$ cat src/adc_seq_pkg.sv
// Package: constants and types for the converter sequencer
`default_nettype none
package adc_seq_pkg;
   localparam logic [5:0] CYC_10_SH    = 6'd33;
   localparam logic [5:0] CYC_8_SH     = 6'd28;
   localparam logic [5:0] CYC_10_NOSH  = 6'd59;
   localparam logic [5:0] CYC_8_NOSH   = 6'd49;
   localparam logic [5:0] SAMPLE_CYC   = 6'd3;
   localparam logic [3:0] MSB_BIT      = 4'h9;
   localparam logic [3:0] LSB_10BIT    = 4'h0;
   localparam logic [3:0] LSB_8BIT     = 4'h2;
   localparam logic [2:0] SYNC_RESET   = 3'h7;
   localparam logic [1:0] DIV_RESET    = 2'h0;
   localparam logic [9:0] RESULT_RESET = 10'h000;
   localparam int         NUM_CH       = 8;

   typedef enum logic [1:0] {
      MODE_ONESHOT,
      MODE_EXPANSION,
      MODE_AMPLIFIER,
      MODE_REPEAT
   } conv_mode_t;

   typedef enum logic [1:0] {
      CLK_DIV4,
      CLK_DIV2,
      CLK_DIV1,
      CLK_RSVD
   } clk_sel_t;

   typedef struct packed {
      conv_mode_t mode;
      clk_sel_t   clk_sel;
      logic       res_10bit;
      logic       sample_hold;
      logic       ext_trigger;
      logic [2:0] channel;
      logic       expansion_input_sel;
   } conv_cfg_t;
endpackage
`default_nettype wire

$ cat src/adc_seq.sv
// Converter control sequencer: one-shot, triggered, expansion, amplifier and repeat
`default_nettype none
module adc_seq (
   input  wire logic                 clk_i,
   input  wire logic                 rst_n_i,
   input  wire adc_seq_pkg::conv_cfg_t cfg_i,
   input  wire logic                 start_set_i,
   input  wire logic                 start_clr_i,
   input  wire logic                 ext_trigger_pin_i,
   input  wire logic                 comparator_i,
   input  wire logic                 irq_clr_i,
   output logic                      start_flag_o,
   output logic                      busy_o,
   output logic                      irq_o,
   output logic                      sampling_o,
   output logic [9:0]                dac_code_o,
   output logic [2:0]                selected_channel_pin_o,
   output logic                      expansion_out_pin_o,
   output logic                      expansion_in_pin_o,
   output logic                      expansion_input_sel_o,
   output logic [9:0]                result_o [adc_seq_pkg::NUM_CH],
   output logic [9:0]                expansion_result_o
);
   import adc_seq_pkg::*;

   typedef enum logic [1:0] {ST_IDLE, ST_SAMPLE, ST_CONVERT} state_t;

   // ----------------------------------------------------------------
   // Operating clock enable
   // ----------------------------------------------------------------
   // Divider runs free, so the first tick of a conversion may land up to three clocks late
   logic [1:0] div_reg;
   logic [1:0] div_next;
   wire        tick = (cfg_i.clk_sel == CLK_DIV1) ||
                      (cfg_i.clk_sel == CLK_DIV2 && div_reg[0]) ||
                      (div_reg == 2'h3);
   assign div_next = div_reg + 2'h1;

   // ----------------------------------------------------------------
   // Trigger synchroniser
   // ----------------------------------------------------------------
   // Pin idles high, so the chain is preset high and no edge appears out of reset
   logic [2:0] trig_sync_reg;
   logic       trig_stable_reg;
   wire        trig_agree = (trig_sync_reg[1] == trig_sync_reg[2]);
   wire        trig_fall  = trig_agree && trig_stable_reg && !trig_sync_reg[2];

   // ----------------------------------------------------------------
   // Sequencer
   // ----------------------------------------------------------------
   state_t     state_reg;
   logic [5:0] cyc_reg;
   logic [3:0] bit_reg;
   logic [9:0] sar_reg;
   logic       start_reg;
   logic       irq_reg;
   logic [9:0] result_reg [NUM_CH];
   logic [9:0] exp_result_reg;
   // Blocks a software relaunch in the cycle that the automatic clear lands
   logic       done_hold_reg;

   wire [5:0] total_cyc = cfg_i.sample_hold ?
                          (cfg_i.res_10bit ? CYC_10_SH : CYC_8_SH) :
                          (cfg_i.res_10bit ? CYC_10_NOSH : CYC_8_NOSH);
   wire [3:0] low_bit   = cfg_i.res_10bit ? LSB_10BIT : LSB_8BIT;
   wire       trig_mode = cfg_i.ext_trigger && cfg_i.mode == MODE_ONESHOT;
   wire       go_soft   = !trig_mode && start_reg && state_reg == ST_IDLE && !done_hold_reg;
   wire       go_trig   = trig_mode && start_reg && trig_fall;
   wire       launch    = go_soft || go_trig;
   wire       last_cyc  = state_reg == ST_CONVERT && tick && cyc_reg == total_cyc - 6'd1;
   wire [9:0] sar_try   = sar_reg | (10'h001 << bit_reg);
   wire [9:0] final_val = comparator_i ? sar_try : sar_reg;
   wire [9:0] stored    = cfg_i.res_10bit ? final_val : {final_val[9:2], 2'h0};
   wire       one_shot  = cfg_i.mode != MODE_REPEAT;
   wire       clear_flag = last_cyc && (cfg_i.mode == MODE_EXPANSION ||
                                        cfg_i.mode == MODE_AMPLIFIER ||
                                        (cfg_i.mode == MODE_ONESHOT && !trig_mode));
   wire       irq_set = last_cyc && one_shot;

   always_ff @(posedge clk_i) begin
      if (!rst_n_i) begin
         div_reg         <= DIV_RESET;
         trig_sync_reg   <= SYNC_RESET;
         trig_stable_reg <= 1'b1;
         state_reg       <= ST_IDLE;
         cyc_reg         <= 6'h00;
         bit_reg         <= MSB_BIT;
         sar_reg         <= RESULT_RESET;
         start_reg       <= 1'b0;
         irq_reg         <= 1'b0;
         done_hold_reg   <= 1'b0;
         exp_result_reg  <= RESULT_RESET;
         for (int i = 0; i < NUM_CH; i++) begin
            result_reg[i] <= RESULT_RESET;
         end
      end else begin
         div_reg       <= div_next;
         trig_sync_reg <= {trig_sync_reg[1:0], ext_trigger_pin_i};
         if (trig_agree) begin
            trig_stable_reg <= trig_sync_reg[2];
         end
         // Set wins over clear for both flags
         if (start_set_i) begin
            start_reg <= 1'b1;
         end else if (start_clr_i || clear_flag) begin
            start_reg <= 1'b0;
         end
         if (irq_set) begin
            irq_reg <= 1'b1;
         end else if (irq_clr_i) begin
            irq_reg <= 1'b0;
         end
         // Holds off a software relaunch until the flag is seen cleared or set again
         done_hold_reg <= clear_flag ? 1'b1 : (done_hold_reg && start_reg && !start_set_i);
         if (launch) begin
            state_reg <= cfg_i.sample_hold ? ST_SAMPLE : ST_CONVERT;
            cyc_reg   <= 6'h00;
            bit_reg   <= MSB_BIT;
            sar_reg   <= RESULT_RESET;
         end else if (state_reg != ST_IDLE && !trig_mode && !start_reg) begin
            state_reg <= ST_IDLE;
         end else if (tick) begin
            case (state_reg)
               ST_SAMPLE: begin
                  cyc_reg <= cyc_reg + 6'h01;
                  if (cyc_reg == SAMPLE_CYC - 6'd1) begin
                     state_reg <= ST_CONVERT;
                  end
               end
               ST_CONVERT: begin
                  cyc_reg <= cyc_reg + 6'h01;
                  if (last_cyc) begin
                     if (cfg_i.mode == MODE_EXPANSION) begin
                        exp_result_reg <= stored;
                     end else begin
                        result_reg[cfg_i.channel] <= stored;
                     end
                     cyc_reg   <= 6'h00;
                     bit_reg   <= MSB_BIT;
                     sar_reg   <= RESULT_RESET;
                     state_reg <= one_shot ? ST_IDLE :
                                  (cfg_i.sample_hold ? ST_SAMPLE : ST_CONVERT);
                  end else if (bit_reg >= low_bit && cyc_reg >= SAMPLE_CYC) begin
                     // One bit decided per cycle, MSB first, after settling
                     if (comparator_i) begin
                        sar_reg <= sar_try;
                     end
                     if (bit_reg != low_bit) begin
                        bit_reg <= bit_reg - 4'h1;
                     end
                  end
               end
               default: state_reg <= ST_IDLE;
            endcase
         end
      end
   end

   // ----------------------------------------------------------------
   // Outputs and analog routing
   // ----------------------------------------------------------------
   wire active = state_reg != ST_IDLE;
   assign start_flag_o           = start_reg;
   assign busy_o                 = active;
   assign irq_o                  = irq_reg;
   assign sampling_o             = state_reg == ST_SAMPLE;
   assign dac_code_o             = sar_try;
   assign selected_channel_pin_o = cfg_i.channel;
   assign expansion_out_pin_o    = active && (cfg_i.mode == MODE_AMPLIFIER ||
                                   (cfg_i.mode == MODE_EXPANSION && !cfg_i.expansion_input_sel));
   assign expansion_in_pin_o     = active && (cfg_i.mode == MODE_AMPLIFIER ||
                                   (cfg_i.mode == MODE_EXPANSION && cfg_i.expansion_input_sel));
   assign expansion_input_sel_o  = cfg_i.expansion_input_sel;
   assign result_o               = result_reg;
   assign expansion_result_o     = exp_result_reg;
endmodule
`default_nettype wire

$ cat config.mk
export PLATFORM = sky130hd
export DESIGN_NAME = adc_seq
export DESIGN_NICKNAME = d
export VERILOG_FILES = /design/src/adc_seq_pkg.sv /design/src/adc_seq.sv
export SDC_FILE = /design/constraint.sdc
export NUM_CORES = 1
export LEC_CHECK = 0
export BUFFER_PORTS_ARGS = -buffer_cell sky130_fd_sc_hd__buf_2
export CAP_MARGIN = 30
export CORE_ASPECT_RATIO = 0.75
export CORE_MARGIN = 2
export CORE_UTILIZATION = 58
export CTS_CLUSTER_DIAMETER = 60
export DETAILED_ROUTE_END_ITERATION = 12
export GPL_ROUTABILITY_DRIVEN = 1
export PLACE_DENSITY = 0.95
export SYNTH_ARGS = -nofsm -noshare
export SYNTH_HDL_FRONTEND = slang
export SYNTH_SLANG_ARGS = --single-unit
export TNS_END_PERCENT = 50
$ cat constraint.sdc
create_clock -name clk_i -period 4 [get_ports clk_i]
set_input_delay 0 -clock clk_i [delete_from_list [all_inputs] [get_ports clk_i]]
set_output_delay 0 -clock clk_i [all_outputs]
set_load 0.02 [all_outputs]
; ---- After elaboration in Yosys (flattened, before gate mapping)
; Index checks and enable logic that the tools add are counted.
[totals]
register_bits = 121
in_bits = 18
out_inout_bits = 110
word_cells = 131
[op_classes]
addsub = 4
n_lt_le_gt_ge = 4
n_eq_ne = 14
shifts = 1
n_mux = 29
bitwise = 6
reduce_logical = 54
[op_table]
columns = cell, n
row1 = bitwise mux 80 bit, 1
row2 = two-way mux 10 bit, 4
row3 = demux 10 bit (select 3 bit), 1
row4 = logical AND 1 bit, 24
row5 = two-way mux 2 bit, 9
row6 = two-way mux 6 bit, 3
row7 = two-way mux 4 bit, 4
row8 = case mux 6 bit (2 select lines), 1
row9 = AND reduction 6 bit, 2
row10 = nonzero test 2 bit, 6
row11 = bitwise OR 10 bit, 1
row12 = "<< shifter 1 x 4 -> 10 bit, first input constant", 1
row13 = "equality test 2 bit, second input constant", 4
row14 = logical OR 1 bit, 8
row15 = "adder 6 x 1 -> 6 bit, second input constant", 1
row16 = "equality test 2 x 1 -> 1 bit, second input constant", 3
row17 = "equality test 6 x 2 -> 1 bit, second input constant", 1
row18 = equality test 6 bit, 1
row19 = ">= comparator 6 x 2 -> 1 bit, second input constant", 1
row20 = logical NOT 1 bit, 6
row21 = AND reduction 3 bit, 2
row22 = "subtractor 6 x 1 -> 6 bit, second input constant", 1
row23 = two-way mux 1 bit, 5
row24 = AND reduction 5 bit, 1
row25 = other kinds (17), 21

; ---- Depth between registers and ports, before layout
; Gate-level depths: netlist (run 1).
[logic_depth]
ltp_word = 11
mapped_depth = 9

; ---- Worst setup path before layout (run 1)
; Ideal clock, no wire load.
[synth_path]
path_kind = reg2reg
startpoint = register cyc_reg[3]
endpoint = register result_reg, in the netlist result_o[28]
setup_time_ps = 140
arrival_time_ps = 1865
required_time_ps = 3860
setup_slack_ps = 1995
path_stages_with_launch = 9
n_path_buf = 3
cell_sequence = dfxtp_1 -> buf_6 -> or3b_4 -> a21oi_4 -> nand4_2 -> buf_6 -> or3_1 -> buf_6 -> mux2i_1
[synth_between]
elab_chain_cells = 3
[synth_lines]
columns = element, line_no
row1 = start: declaration, adc_seq.sv:52  ; logic [5:0] cyc_reg;
row2 = start signal: assignment, adc_seq.sv:125  ; cyc_reg <= cyc_reg + 6'h01;
row3 = start signal: assignment, adc_seq.sv:131  ; cyc_reg <= cyc_reg + 6'h01;
row4 = equality test 6 bit, adc_seq.sv:70  ; wire last_cyc = state_reg == ST_CONVERT && tick && cyc_reg == total_cyc - 6'd1;
row5 = logical AND 1 bit, adc_seq.sv:70
row6 = AND reduction 6 bit (no source line), --
row7 = end signal: indexed assignment, adc_seq.sv:136  ; result_reg[cfg_i.channel] <= stored;
row8 = end: declaration, adc_seq.sv:57  ; logic [9:0] result_reg [NUM_CH];
; No other way between the ends.
; A chain may end at the register's enable or synchronous reset.

; ---- Worst setup path after layout (run 1)
[layout_path]
startpoint = input cfg_i[5] (netlist bit)
endpoint = register result_reg, in the netlist result_o[3]
[layout_between]
elab_chain_cells = 5
[layout_lines]
columns = element, line_no
row1 = start: declaration, adc_seq.sv:6  ; input wire adc_seq_pkg::conv_cfg_t cfg_i,
row2 = two-way mux 6 bit, adc_seq.sv:62  ; wire [5:0] total_cyc = cfg_i.sample_hold ?
row3 = subtractor 6 x 1 -> 6 bit, adc_seq.sv:70
row4 = equality test 6 bit, adc_seq.sv:70
row5 = logical AND 1 bit, adc_seq.sv:70
row6 = AND reduction 6 bit (no source line), --
; No other way between the ends.

==> results of run 1 <==
## cell families (layout without fill, tap and decap cells)
group	Yosys count	in the layout	share of synthesized area, %
and+or+nand+nor	202	202	18.22
muxes	94	94	17.73
DFF	121	121	45.40
adders and majority gates	19	19	4.456
AOI/OAI and AO/OA	67	67	9.029
buffers and inverters	52	184	4.831
xor gates and xnor gates	2	2	0.3284
## layout make-up
| type | count | share of cell area, % |
|---|---|---|
| inverter | 15 | 0.8459 |
| clock buffer | 21 | 7.068 |
| clock inverter | 11 | 2.538 |
| timing repair buffer | 137 | 10.94 |
| tap | 112 | 2.105 |
| sequential | 121 | 36.39 |
| multi-input combinational | 384 | 40.11 |
## power by group
group / switching, uW / internal, uW / leakage, uW
logic: 111 / 60.3 / 0.00197
registers: 6.33 / 1210 / 0.000976
clock network: 548 / 1090 / 0.000313
## cells in the mapped netlist, types with 2 or more instances
master | number | area, sq um
sky130_fd_sc_hd__mux2i_1 | 92 | 920.9
sky130_fd_sc_hd__nand4b_1 | 2 | 17.52
sky130_fd_sc_hd__xnor2_1 | 2 | 17.52
sky130_fd_sc_hd__nor2b_1 | 4 | 25.02
sky130_fd_sc_hd__or3_1 | 9 | 56.30
sky130_fd_sc_hd__nor2_1 | 15 | 56.30
sky130_fd_sc_hd__ha_1 | 19 | 237.7
sky130_fd_sc_hd__nand2b_1 | 5 | 31.28
sky130_fd_sc_hd__nor3_1 | 8 | 40.04
sky130_fd_sc_hd__and3b_1 | 2 | 17.52
sky130_fd_sc_hd__inv_1 | 15 | 56.30
sky130_fd_sc_hd__and3_1 | 11 | 68.82
sky130_fd_sc_hd__and2_1 | 2 | 12.51
sky130_fd_sc_hd__a31oi_1 | 4 | 25.02
sky130_fd_sc_hd__o21ai_1 | 7 | 35.03
sky130_fd_sc_hd__o21ai_0 | 8 | 40.04
sky130_fd_sc_hd__o31ai_1 | 2 | 15.01
sky130_fd_sc_hd__a21o_1 | 11 | 82.58
sky130_fd_sc_hd__clkbuf_1 | 22 | 82.58
sky130_fd_sc_hd__a2bb2oi_1 | 2 | 17.52
sky130_fd_sc_hd__buf_6 | 5 | 56.30
sky130_fd_sc_hd__a21oi_1 | 11 | 55.05
sky130_fd_sc_hd__buf_4 | 5 | 37.54
sky130_fd_sc_hd__a32o_1 | 9 | 90.09
sky130_fd_sc_hd__dfxtp_1 | 121 | 2422
sky130_fd_sc_hd__nand2_1 | 109 | 409.1
sky130_fd_sc_hd__nand4_1 | 3 | 18.77
sky130_fd_sc_hd__nand3_1 | 15 | 75.07
sky130_fd_sc_hd__nor3b_1 | 2 | 15.01
sky130_fd_sc_hd__buf_2 | 4 | 20.02
sky130_fd_sc_hd__nand3b_1 | 5 | 37.54
## worst max-delay path by stage
stage	endpoint	start	cells after the start	slack [ps]
finish	result_o[3]	cfg_i[5]	8	950
global route	result_o[3]	cfg_i[5]	8	730
CTS	result_o[3]	cfg_i[5]	8	980
detailed placement	result_o[58]	cyc_reg[5]	5	1100
global placement	result_o[52]	cfg_i[6]	8	1270
floorplan	result_o[28]	cyc_reg[3]	8	2000
## through the flow
| step | cells | setup slack [ps] | utilization (%) | area (sq um) |
|---|---|---|---|---|
| after floorplan | 557 | 1995 | - | 5335 |
| after CTS | 799 | 975.3 | 73.72 | 6641 |
| final | 801 | 952.4 | 73.89 | 6656 |
| after global routing | 801 | 733.1 | 73.89 | 6656 |
| after global placement | 761 | 1273 | 65.96 | 5942 |
| after detailed placement | 761 | 1096 | 65.96 | 5942 |
## metal layers
metal	vias up	global-route usage (%)	share of wire [%]
met4	0	11.61	2.5
li1	2167	-	-
met2	229	47.82	46
met1	2237	37.78	44
met5	-	0	0
met3	42	8.142	7.0
==> out/qor.txt, run 1 <==
CLOCKING
----------------------------------------------------------------------------------------
Post_cts resized                                                                       0
Clock insertion delay at the later pin of the skew report                         420 ps
Number of buffers on the longest clock path                                            2
TritonCTS clock tree                                                               built
Hold-fix buffers, CTS                                                                  6
H-tree lvl count                                                                       4
Buffers inserted during post-CTS setup optimization                                    0
Number of CTS-inserted buffers                                                        17
Buffer cell driving the clock tree root                                     sky130_fd_sc_hd__clkbuf_16
Clock slew seen by the registers of the worst setup and hold paths                 50 ps
Clk sink count                                                                       121

PWR
----------------------------------------------------------------------------------------
Post-layout power                                                                3031 uW
P_leak                                                                       0.003260 uW
Ratio of total power to cell area                                           455.3 nW/um^2
Maximum vdd ir drop                                                            0.2472 mV

SETUP PATH
----------------------------------------------------------------------------------------
Endpoint class of the critical path                                                 flop
Critical path buffers and inverters                                                    2
Register-to-register setup slack                                                 1000 ps
Reg-to-reg critical path startpoint                                           cyc_reg[5]
Maximum net fanout on the critical path                                               20
Category of cells accounting for the largest share of critical-path delay   simple AND/OR/NAND/NOR gates
Slowest cell on the critical path                                           sky130_fd_sc_hd__nor3_2
Largest stage delay, worst path                                                   960 ps
Data required time of the critical path                                          4320 ps
Critical Path, Cell by Cell                                                 dlygate4sd3_1 -> buf_2 -> ha_1 -> or3b_1 -> mux2i_2 -> nand4_2 -> nor3_2 -> mux2i_1
Endpoint of the most critical register-to-register path                      result_o[3]
Start-to-end type of the worst setup path                                         in2reg
Register-to-Register Path Depth                                                        5
Data arrival time of the critical path                                           3370 ps
Startpoint class of the critical path                                         input port

LAYOUT
----------------------------------------------------------------------------------------
Commonest cells after routing, fill and taps aside                          sky130_fd_sc_hd__buf_2, sky130_fd_sc_hd__dfxtp_1, sky130_fd_sc_hd__nand2_1, sky130_fd_sc_hd__mux2i_1, sky130_fd_sc_hd__ha_1
Number of flip-flops in the largest register                                          80
Number of inserted diodes                                                              0
Share of cells above drive strength 1                                             25.25%
Commonest non-fill, non-tap cell in the layout                              sky130_fd_sc_hd__buf_2
Area overhead of the layout relative to synthesis                                 24.77%
Area taken by multi-input logic gates                                         2670 sq um
Reg area                                                                      2422 sq um
Filler cells                                                                         616
# nets final                                                                         713

FLOORPLANNING
----------------------------------------------------------------------------------------
Die height                                                                  87.06 microns
Number of core rows                                                                   30
Placeable core area                                                           9009 sq um
Die Footprint                                                                 9990 sq um
Initial core utilization                                                          59.22%
DIE WIDTH                                                                   114.7 microns
I/O pin total                                                                        128

ROUTING
----------------------------------------------------------------------------------------
Number of DRC markers in iteration 0                                                 369
Number of remaining DRC errors                                                         0
Via total after detailed routing                                                    4675
Pre-antenna DRT Iters                                                                  7
Remaining antenna violation count after routing                                        0
Overall routed net length                                                   14720 microns
Per-cell via count in the routed design                                            5.836
Detailed-route wire length per cell                                         18.37 microns

TIMING
----------------------------------------------------------------------------------------
Setup TNS                                                                           0 ps
Peak Freq                                                                     0.3281 GHz
Count of endpoints failing setup in the final report                                   0
Post-Route Hold Slack                                                           92.58 ps
Post-layout min period                                                           3048 ps
Worst slew pin tran                                                             996.9 ps
Final period util                                                                 76.19%
Final Hold Viols                                                                       0
Largest clock skew in the final design                                          9.825 ps
Worst slew slack as a fraction of its limit                                       33.18%
Max-slew violation total from the final report                                         0
RSZ-0062 raised after global routing                                               false

LOGIC SYNTHESIS
----------------------------------------------------------------------------------------
Sequential-to-total area share from yosys stat                                    45.40%
Flip-flop and latch count after synthesis                                            121
Post-synth EDFFs                                                                       0
Cell count after synthesis                                                           557
Average instance area after synthesis                                        9.578 sq um
Share of synthesized flip-flops with an asynchronous set or reset                     0%
Area of the mapped netlist                                                    5335 sq um
Main flop type after synthesis                                              sky130_fd_sc_hd__dfxtp_1
Distinct cells, synth                                                                 57
Yosys warning total                                                                    0
Syn_nets                                                                             594

PLACEMENT
----------------------------------------------------------------------------------------
GP Congestion                                                                     0.8843
Count of buffers inserted at the top-level ports                                     127
Detailed placer's ending HPWL                                               9683 microns

MIN PATH
----------------------------------------------------------------------------------------
Startpoint of the most critical hold path                                        rst_n_i
Class of the worst hold path                                                      in2reg
End of the worst hold path                                                  trig_sync_reg[2]
Worst hold stages                                                                      2

OUTCOME
----------------------------------------------------------------------------------------
Run status                                                                  finished, final reports clean

GRT
----------------------------------------------------------------------------------------
Gr usage total                                                                    29.52%
Pin count of the biggest net entering global routing                                  71
Number of global-route vias before repair                                           4417
First-pass GRT wire length                                                  22530 microns
Antenna violations before repair                                                       0
Overflow left after global routing                                                     0

RUN
----------------------------------------------------------------------------------------
Maximum capacitance violations                                                         0

(Power assumes the default switching activity.)
==> run 2, diff against run 1 <==
--- a/config.mk
+++ b/config.mk
@@ -5,15 +5,16 @@
 export SDC_FILE = /design/constraint.sdc
 export NUM_CORES = 1
 export LEC_CHECK = 0
+export ABC_AREA = 1
 export BUFFER_PORTS_ARGS = -buffer_cell sky130_fd_sc_hd__buf_2
 export CAP_MARGIN = 30
 export CORE_ASPECT_RATIO = 0.75
 export CORE_MARGIN = 2
-export CORE_UTILIZATION = 58
+export CORE_UTILIZATION = 49
 export CTS_CLUSTER_DIAMETER = 60
 export DETAILED_ROUTE_END_ITERATION = 12
 export GPL_ROUTABILITY_DRIVEN = 1
-export PLACE_DENSITY = 0.95
+export PLACE_DENSITY = 0.89
 export SYNTH_ARGS = -nofsm -noshare
 export SYNTH_HDL_FRONTEND = slang
 export SYNTH_SLANG_ARGS = --single-unit
==> constraint.sdc (replaced) <==
create_clock -name clk_i -period 2.8 [get_ports clk_i]
set_input_delay 0 -clock clk_i [delete_from_list [all_inputs] [get_ports clk_i]]
set_output_delay 0 -clock clk_i [all_outputs]
set_load 0.02 [all_outputs]
==> run 2 against run 1 <==
Net effect:
- non-clock buffer count increased by 19
- via count increased by 20%
- power increased by 54%
- first-iteration DRC count increased by 25%
- routed wire length increased by 7.2%
- clock skew decreased by 3.1 ps
- global-route usage decreased by 3.6 points
==> out/qor.txt, run 2 <==
ROUTING
---------------------------------------------------------------------------------
Pre-antenna DRT Iters                                                           5
Detailed-route wire length per cell                                  15.49 microns
Via total after detailed routing                                             5602
Number of remaining DRC errors                                                  0
Overall routed net length                                            15780 microns
Per-cell via count in the routed design                                     5.498
Number of DRC markers in iteration 0                                          462
Remaining antenna violation count after routing                                 0

LOGIC SYNTHESIS
---------------------------------------------------------------------------------
Dominant cell by count in the synthesized netlist                    sky130_fd_sc_hd__nand2_1
Distinct cells, synth                                                          32
Yosys warning total                                                             0
Cell count after synthesis                                                    737
Area share of the leading cell type in the synthesized netlist             43.64%
Top cells by count, synth                                            sky130_fd_sc_hd__nand2_1, sky130_fd_sc_hd__dfxtp_1, sky130_fd_sc_hd__a21oi_1
Post-synth top area cell                                             sky130_fd_sc_hd__dfxtp_1
Area of the mapped netlist                                             5550 sq um
Syn_nets                                                                      774
Average instance area after synthesis                                 7.531 sq um
Share of synthesized flip-flops with an asynchronous set or reset              0%
Dominant cells by area after synthesis                               sky130_fd_sc_hd__dfxtp_1, sky130_fd_sc_hd__nand2_1, sky130_fd_sc_hd__nand4_1, sky130_fd_sc_hd__a21oi_1, sky130_fd_sc_hd__nor2_1
Post-synth EDFFs                                                                0
Sequential-to-total area share from yosys stat                             43.64%
Main flop type after synthesis                                       sky130_fd_sc_hd__dfxtp_1
Flip-flop and latch count after synthesis                                     121

TIMING
---------------------------------------------------------------------------------
Worst slew pin tran                                                      899.4 ps
RSZ-0062 raised after global routing                                        false
Final Hold Viols                                                                0
Post-layout min period                                                    2584 ps
Final period util                                                          92.30%
Post-Route Hold Slack                                                    35.37 ps
Count of endpoints failing setup in the final report                            0
Peak Freq                                                              0.3869 GHz
Worst slew slack as a fraction of its limit                                40.04%
Max-slew violation total from the final report                                  0
Setup TNS                                                                    0 ps
Largest clock skew in the final design                                   6.770 ps

FLOORPLANNING
---------------------------------------------------------------------------------
Placeable core area                                                   10980 sq um
Die height                                                           96.17 microns
Number of core rows                                                            33
Die Footprint                                                         12200 sq um
DIE WIDTH                                                            126.9 microns
Initial core utilization                                                   50.54%
I/O pin total                                                                 128

GRT
---------------------------------------------------------------------------------
First-pass GRT wire length                                           24770 microns
Number of global-route vias before repair                                    4902
Pin count of the biggest net entering global routing                           89
Overflow left after global routing                                              0
Gr usage total                                                             25.89%
Antenna violations before repair                                                0

CLOCKING
---------------------------------------------------------------------------------
Number of CTS-inserted buffers                                                 17
Clock insertion delay at the later pin of the skew report                  410 ps
Clk sink count                                                                121
Number of buffers on the longest clock path                                     2
Clock slew seen by the registers of the worst setup and hold paths          60 ps
TritonCTS clock tree                                                        built
Buffers inserted during post-CTS setup optimization                             0
Buffer cell driving the clock tree root                              sky130_fd_sc_hd__clkbuf_16
H-tree lvl count                                                                4

OUTCOME
---------------------------------------------------------------------------------
Run status                                                           finished, final reports clean

PLACEMENT
---------------------------------------------------------------------------------
GP Congestion                                                              0.8888
Detailed placer's ending HPWL                                        10650 microns
Count of buffers inserted at the top-level ports                              127

SETUP PATH
---------------------------------------------------------------------------------
Startpoint class of the critical path                                        flop
Endpoint class of the critical path                                          flop
Data required time of the critical path                                   3090 ps
Data arrival time of the critical path                                    2880 ps
Start-to-end type of the worst setup path                                 reg2reg
Largest stage delay, worst path                                            590 ps
Maximum net fanout on the critical path                                        43
Critical Path, Cell by Cell                                          inv_1 -> nand2_1 -> nand2_1 -> nand2_1 -> nand2_1 -> nor2_2 -> nand2_2 -> inv_6 -> buf_12 -> o21ai_0 -> nand2_1 -> a21oi_1 -> dlygate4sd3_1
Slowest cell on the critical path                                    sky130_fd_sc_hd__dlygate4sd3_1
Most numerous cell on the critical path                              sky130_fd_sc_hd__nand2_1

LAYOUT
---------------------------------------------------------------------------------
Number of inserted diodes                                                       0
Final core area utilization                                                63.64%
Number of flip-flops in the largest register                                   80
Area overhead of the layout relative to synthesis                          25.92%
# nets final                                                                  904
Commonest cells after routing, fill and taps aside                   sky130_fd_sc_hd__nand2_1, sky130_fd_sc_hd__buf_2, sky130_fd_sc_hd__dfxtp_1, sky130_fd_sc_hd__a21oi_1, sky130_fd_sc_hd__nor2_1
Commonest non-fill, non-tap cell in the layout                       sky130_fd_sc_hd__nand2_1
Share of cells above drive strength 1                                      23.66%

RUN
---------------------------------------------------------------------------------
Maximum capacitance violations                                                  0

PWR
---------------------------------------------------------------------------------
P_leak                                                                0.003054 uW
Ratio of total power to cell area                                    666.4 nW/um^2
Maximum vdd ir drop                                                     0.4050 mV

MIN PATH
---------------------------------------------------------------------------------
Class of the worst hold path                                               in2reg

run 2: cell count changes after synthesis, moves of 8 or more:
| cell | change |
|---|---|
| sky130_fd_sc_hd__and3_1 | -11 |
| sky130_fd_sc_hd__nand2_1 | +47 |
| sky130_fd_sc_hd__nand4_1 | +79 |
| sky130_fd_sc_hd__a21o_1 | -11 |
| sky130_fd_sc_hd__nor2_1 | +72 |
| sky130_fd_sc_hd__nand3_2 | +8 |
| sky130_fd_sc_hd__o31ai_2 | +8 |
| sky130_fd_sc_hd__a21oi_1 | +78 |
| sky130_fd_sc_hd__a32o_1 | -9 |
| sky130_fd_sc_hd__or3_1 | -9 |
| sky130_fd_sc_hd__mux2i_1 | -92 |
| sky130_fd_sc_hd__inv_1 | +33 |
| sky130_fd_sc_hd__o21ai_0 | +22 |
run 2: final timing paths:
kind / start / slack (ps) / end / depth (start not counted)
worst max-delay path: cyc_reg[2] / 220 / start_flag_o / 13
worst min-delay path: cfg_i[5] / 40 / state_reg[0] / 5
worst min register to register: trig_sync_reg[0] / 410 / trig_sync_reg[1] / 1
worst max register to register: cyc_reg[2] / 220 / start_flag_o / 13
run 2: logic make-up (layout without fill, tap and decap cells):
| family | after synthesis | count (layout) | synth area share [%] |
|---|---|---|---|
| simple gates | 362 | 362 | 30.03 |
| compound gates | 134 | 134 | 13.41 |
| flops | 121 | 121 | 43.64 |
| buf+inv | 99 | 241 | 8.318 |
| fa+ha+maj | 19 | 19 | 4.283 |
| xor+xnor | 2 | 2 | 0.3157 |
run 2: cell type report:
cell class	instances	area, sq um
Clock buffer	19	432.9
Clock inverter	12	198.9
Fill cell	914	3994
Inverter	54	207.7
Multi-Input combinational cell	517	2671
Sequential cell	121	2422
Tap cell	140	175.2
Timing Repair Buffer	156	880.8
run 2: worst max-delay path, delay by kind of cell, from the launching register on:
family / cells / cell delay, ps
compound gates: 2 / 220
buf+inv: 4 / 1170
simple gates: 7 / 720
flops: 1 / 360
run 2: repair_timing:
item,4_1_cts,5_1_grt
endpoints found under the hold margin,17,0
hold buffers,6,0
setup endpoints to repair,0,1
gates resized for setup,0,2
run 2: metal layers:
metal	part of all wire (%)	up-vias	track usage (%)
met5	0	-	0
met3	10	29	5.892
met4	1.6	0	9.890
li1	-	2752	-
met2	42	274	38.31
met1	46	2547	36.90
run 2: metrics by stage:
stage | total power (uW) | setup WS, ps | cell area, sq um | std cells
final | 4658 | 215.6 | 6989 | 1019
after global routing | 4812 | 7.735 | 6989 | 1019
after CTS | 4658 | 84.06 | 6985 | 1019
after detailed placement | 2311 | 499.2 | 6294 | 982
after global placement | 2299 | 614.9 | 6279 | 980
after floorplan | 2165 | 925.8 | 5550 | 737
run 2: where the power goes:
part | switching (uW) | internal, uW | leakage, uW
combinational | 364 | 164 | 0.00178
clock | 789 | 1570 | 0.000295
sequential | 22.0 | 1750 | 0.000976
==> run 3, diff against run 2 <==
--- a/config.mk
+++ b/config.mk
@@ -7,13 +7,13 @@
 export LEC_CHECK = 0
 export ABC_AREA = 1
 export BUFFER_PORTS_ARGS = -buffer_cell sky130_fd_sc_hd__buf_2
-export CAP_MARGIN = 30
 export CORE_ASPECT_RATIO = 0.75
 export CORE_MARGIN = 2
 export CORE_UTILIZATION = 49
 export CTS_CLUSTER_DIAMETER = 60
 export DETAILED_ROUTE_END_ITERATION = 12
 export GPL_ROUTABILITY_DRIVEN = 1
+export GPL_TIMING_DRIVEN = 0
 export PLACE_DENSITY = 0.89
 export SYNTH_ARGS = -nofsm -noshare
 export SYNTH_HDL_FRONTEND = slang
==> run 3 against run 2 <==
Net effect:
- die area did not move
- register-to-register slack improved by 180 ps
- clock power fell by 18%
- worst hold slack got worse by 15 ps
- routed wire length rose by 5.2%
- combinational power barely moved
- critical path type unchanged
- largest cell class unchanged
- highest routed layer unchanged
==> out/qor.txt, run 3 (synthesis results as in run 2) <==
CLOCKING
---------------------------------------------------------------------------------
Buffers inserted during post-CTS setup optimization                             0
Clk sink count                                                                121
Buffer cell driving the clock tree root                              sky130_fd_sc_hd__clkbuf_16
H-tree lvl count                                                                4
Clock slew seen by the registers of the worst setup and hold paths          60 ps
Clock insertion delay at the later pin of the skew report                  420 ps
TritonCTS clock tree                                                        built
Number of CTS-inserted buffers                                                 17
Number of buffers on the longest clock path                                     2

ROUTING
---------------------------------------------------------------------------------
Pre-antenna DRT Iters                                                           5
Number of remaining DRC errors                                                  0
Via total after detailed routing                                             5810
Overall routed net length                                            16610 microns
Number of DRC markers in iteration 0                                          576
Detailed-route wire length per cell                                  15.95 microns
Per-cell via count in the routed design                                     5.581
Remaining antenna violation count after routing                                 0

SETUP PATH
---------------------------------------------------------------------------------
Data arrival time of the critical path                                    2750 ps
Start-to-end type of the worst setup path                                 reg2reg
Launch point of the worst path                                         bit_reg[0]
Register-to-Register Path Depth                                                 6
Endpoint class of the critical path                                          flop
Maximum net fanout on the critical path                                        10
Reg-to-reg critical path startpoint                                    bit_reg[0]
Register-to-register setup slack                                           390 ps
Startpoint class of the critical path                                        flop
Data required time of the critical path                                   3140 ps
Endpoint of the most critical register-to-register path              result_o[24]

FLOORPLANNING
---------------------------------------------------------------------------------
Die Footprint                                                         12200 sq um
Initial core utilization                                                   50.54%
DIE WIDTH                                                            126.9 microns
I/O pin total                                                                 128
Number of core rows                                                            33
Placeable core area                                                   10980 sq um
Die height                                                           96.17 microns

LAYOUT
---------------------------------------------------------------------------------
Commonest non-fill, non-tap cell in the layout                       sky130_fd_sc_hd__nand2_1
Reg area                                                               2422 sq um
Area taken by multi-input logic gates                                  2666 sq um
Filler cells                                                                  972
Post-route insts no fill                                                     1041
Commonest cells after routing, fill and taps aside                   sky130_fd_sc_hd__nand2_1, sky130_fd_sc_hd__buf_2, sky130_fd_sc_hd__dfxtp_1, sky130_fd_sc_hd__a21oi_1, sky130_fd_sc_hd__nor2_1
Final core area utilization                                                63.23%
Number of inserted diodes                                                       0
Number of flip-flops in the largest register                                   80
# nets final                                                                  926
Share of cells above drive strength 1                                      22.64%
Area overhead of the layout relative to synthesis                          25.11%

PWR
---------------------------------------------------------------------------------
Maximum vdd ir drop                                                     0.5334 mV
Proportion of power drawn by the clock network                              45.8%
P_leak                                                                0.003019 uW
Power Internal                                                            3044 uW
Switching share of power                                                   28.10%
Power spent charging and discharging nets                                 1190 uW
Ratio of total power to cell area                                    609.8 nW/um^2
Proportion of power drawn by combinational gates                            12.4%
Register share of total power                                               41.8%

PLACEMENT
---------------------------------------------------------------------------------
Total placed cells including tap cells                                       1004
Count of buffers inserted at the top-level ports                              127
GP Congestion                                                              0.9220
Detailed placer's ending HPWL                                        11310 microns

TIMING
---------------------------------------------------------------------------------
RSZ-0062 raised after global routing                                        false
Peak Freq                                                              0.4153 GHz
Final Hold Viols                                                                0
Max-slew violation total from the final report                                  0
Count of endpoints failing setup in the final report                            0
Post-layout min period                                                    2408 ps
Worst slew pin tran                                                       1328 ps
Final period util                                                          86.00%
Largest clock skew in the final design                                   8.611 ps
Setup TNS                                                                    0 ps
Worst slew slack as a fraction of its limit                                10.93%

MIN PATH
---------------------------------------------------------------------------------
Startpoint of the most critical hold path                                cfg_i[5]
Class of the worst hold path                                               in2reg
Worst hold stages                                                               5
End of the worst hold path                                           state_reg[0]

GRT
---------------------------------------------------------------------------------
GR peak layer                                                                met2
Met2 capacity usage during global routing                                  40.55%
Met1 track demand over resource in global routing                          36.49%
Number of global-route vias before repair                                    5065
Pin count of the biggest net entering global routing                           17
Gr usage total                                                             27.04%
First-pass GRT wire length                                           25520 microns
Global routing usage on met3                                               9.061%
Overflow left after global routing                                              0
Antenna violations before repair                                                0

OUTCOME
---------------------------------------------------------------------------------
Run status                                                           finished, final reports clean

RUN
---------------------------------------------------------------------------------
Maximum capacitance violations                                                  0

[run 3: cell count changes in the layout (fill, tap and decap cells not counted), moves of 2 or more]
cell / change
sky130_fd_sc_hd__clkbuf_1: +26
sky130_fd_sc_hd__buf_4: -16
sky130_fd_sc_hd__buf_6: +8
sky130_fd_sc_hd__buf_2: +5
sky130_fd_sc_hd__bufinv_16: -5
sky130_fd_sc_hd__clkinv_2: +3
sky130_fd_sc_hd__clkinv_4: +2
[run 3: critical path: stages (launching register included)]
cell	delay [ps]
sky130_fd_sc_hd__dfxtp_1	360
sky130_fd_sc_hd__inv_1	190
sky130_fd_sc_hd__ha_1	220
sky130_fd_sc_hd__inv_1	70
sky130_fd_sc_hd__o31ai_2	1070
sky130_fd_sc_hd__nand4_1	210
sky130_fd_sc_hd__a21oi_1	210
[run 3: layer usage]
metal  part of all wire (%)  vias up
met5                      0        -
met4                    2.3        0
met3                     12       44
met2                     43      330
met1                     43     2639
li1                       -     2797
[run 3: repair_timing]
item | 4_1_cts | 5_1_grt
hold buffers | 6 | 0
endpoints found under the hold margin | 7 | 0
resized for setup | 0 | 0
[run 3: worst max-delay path by stage]
stage / end / cells after the start
final: result_o[24] / 6
after global routing: result_o[24] / 6
after CTS: result_o[4] / 6
after detailed placement: result_o[4] / 6
after global placement: result_o[22] / 6
after floorplan: result_o[0] / 8
[run 3: stage by stage]
stage / area [sq um] / setup slack (ps) / power [uW] / hold WS (ps)
global placement: 6361 / 614.0 / 2291 / 201.4
finish: 6944 / 391.9 / 4235 / 20.86
floorplan: 5550 / 925.8 / 2165 / 106.6
detailed placement: 6361 / 556.9 / 2308 / 204.5
CTS: 6944 / 525.6 / 4222 / 19.24
global route: 6944 / 319.7 / 4383 / 68.61
[run 3: final cells by class]
cell class | instances | share of cell area [%]
timing repair buffer | 133 | 10.02
multi-input combinational | 517 | 38.40
tap | 140 | 2.523
buffer | 45 | 3.712
clock inverter | 11 | 1.099
inverter | 54 | 2.937
clock buffer | 20 | 6.432
sequential | 121 | 34.88
[run 3: power by group through the flow]
| stage | registers [uW] | clock network [uW] | logic (uW) |
|---|---|---|---|
| after detailed placement | 1810 | 0 | 502 |
| after CTS | 1770 | 1940 | 514 |
| final | 1770 | 1940 | 525 |
| after global placement | 1800 | 0 | 488 |
| after global routing | 1770 | 2030 | 578 |
| after floorplan | 1800 | 0 | 364 |
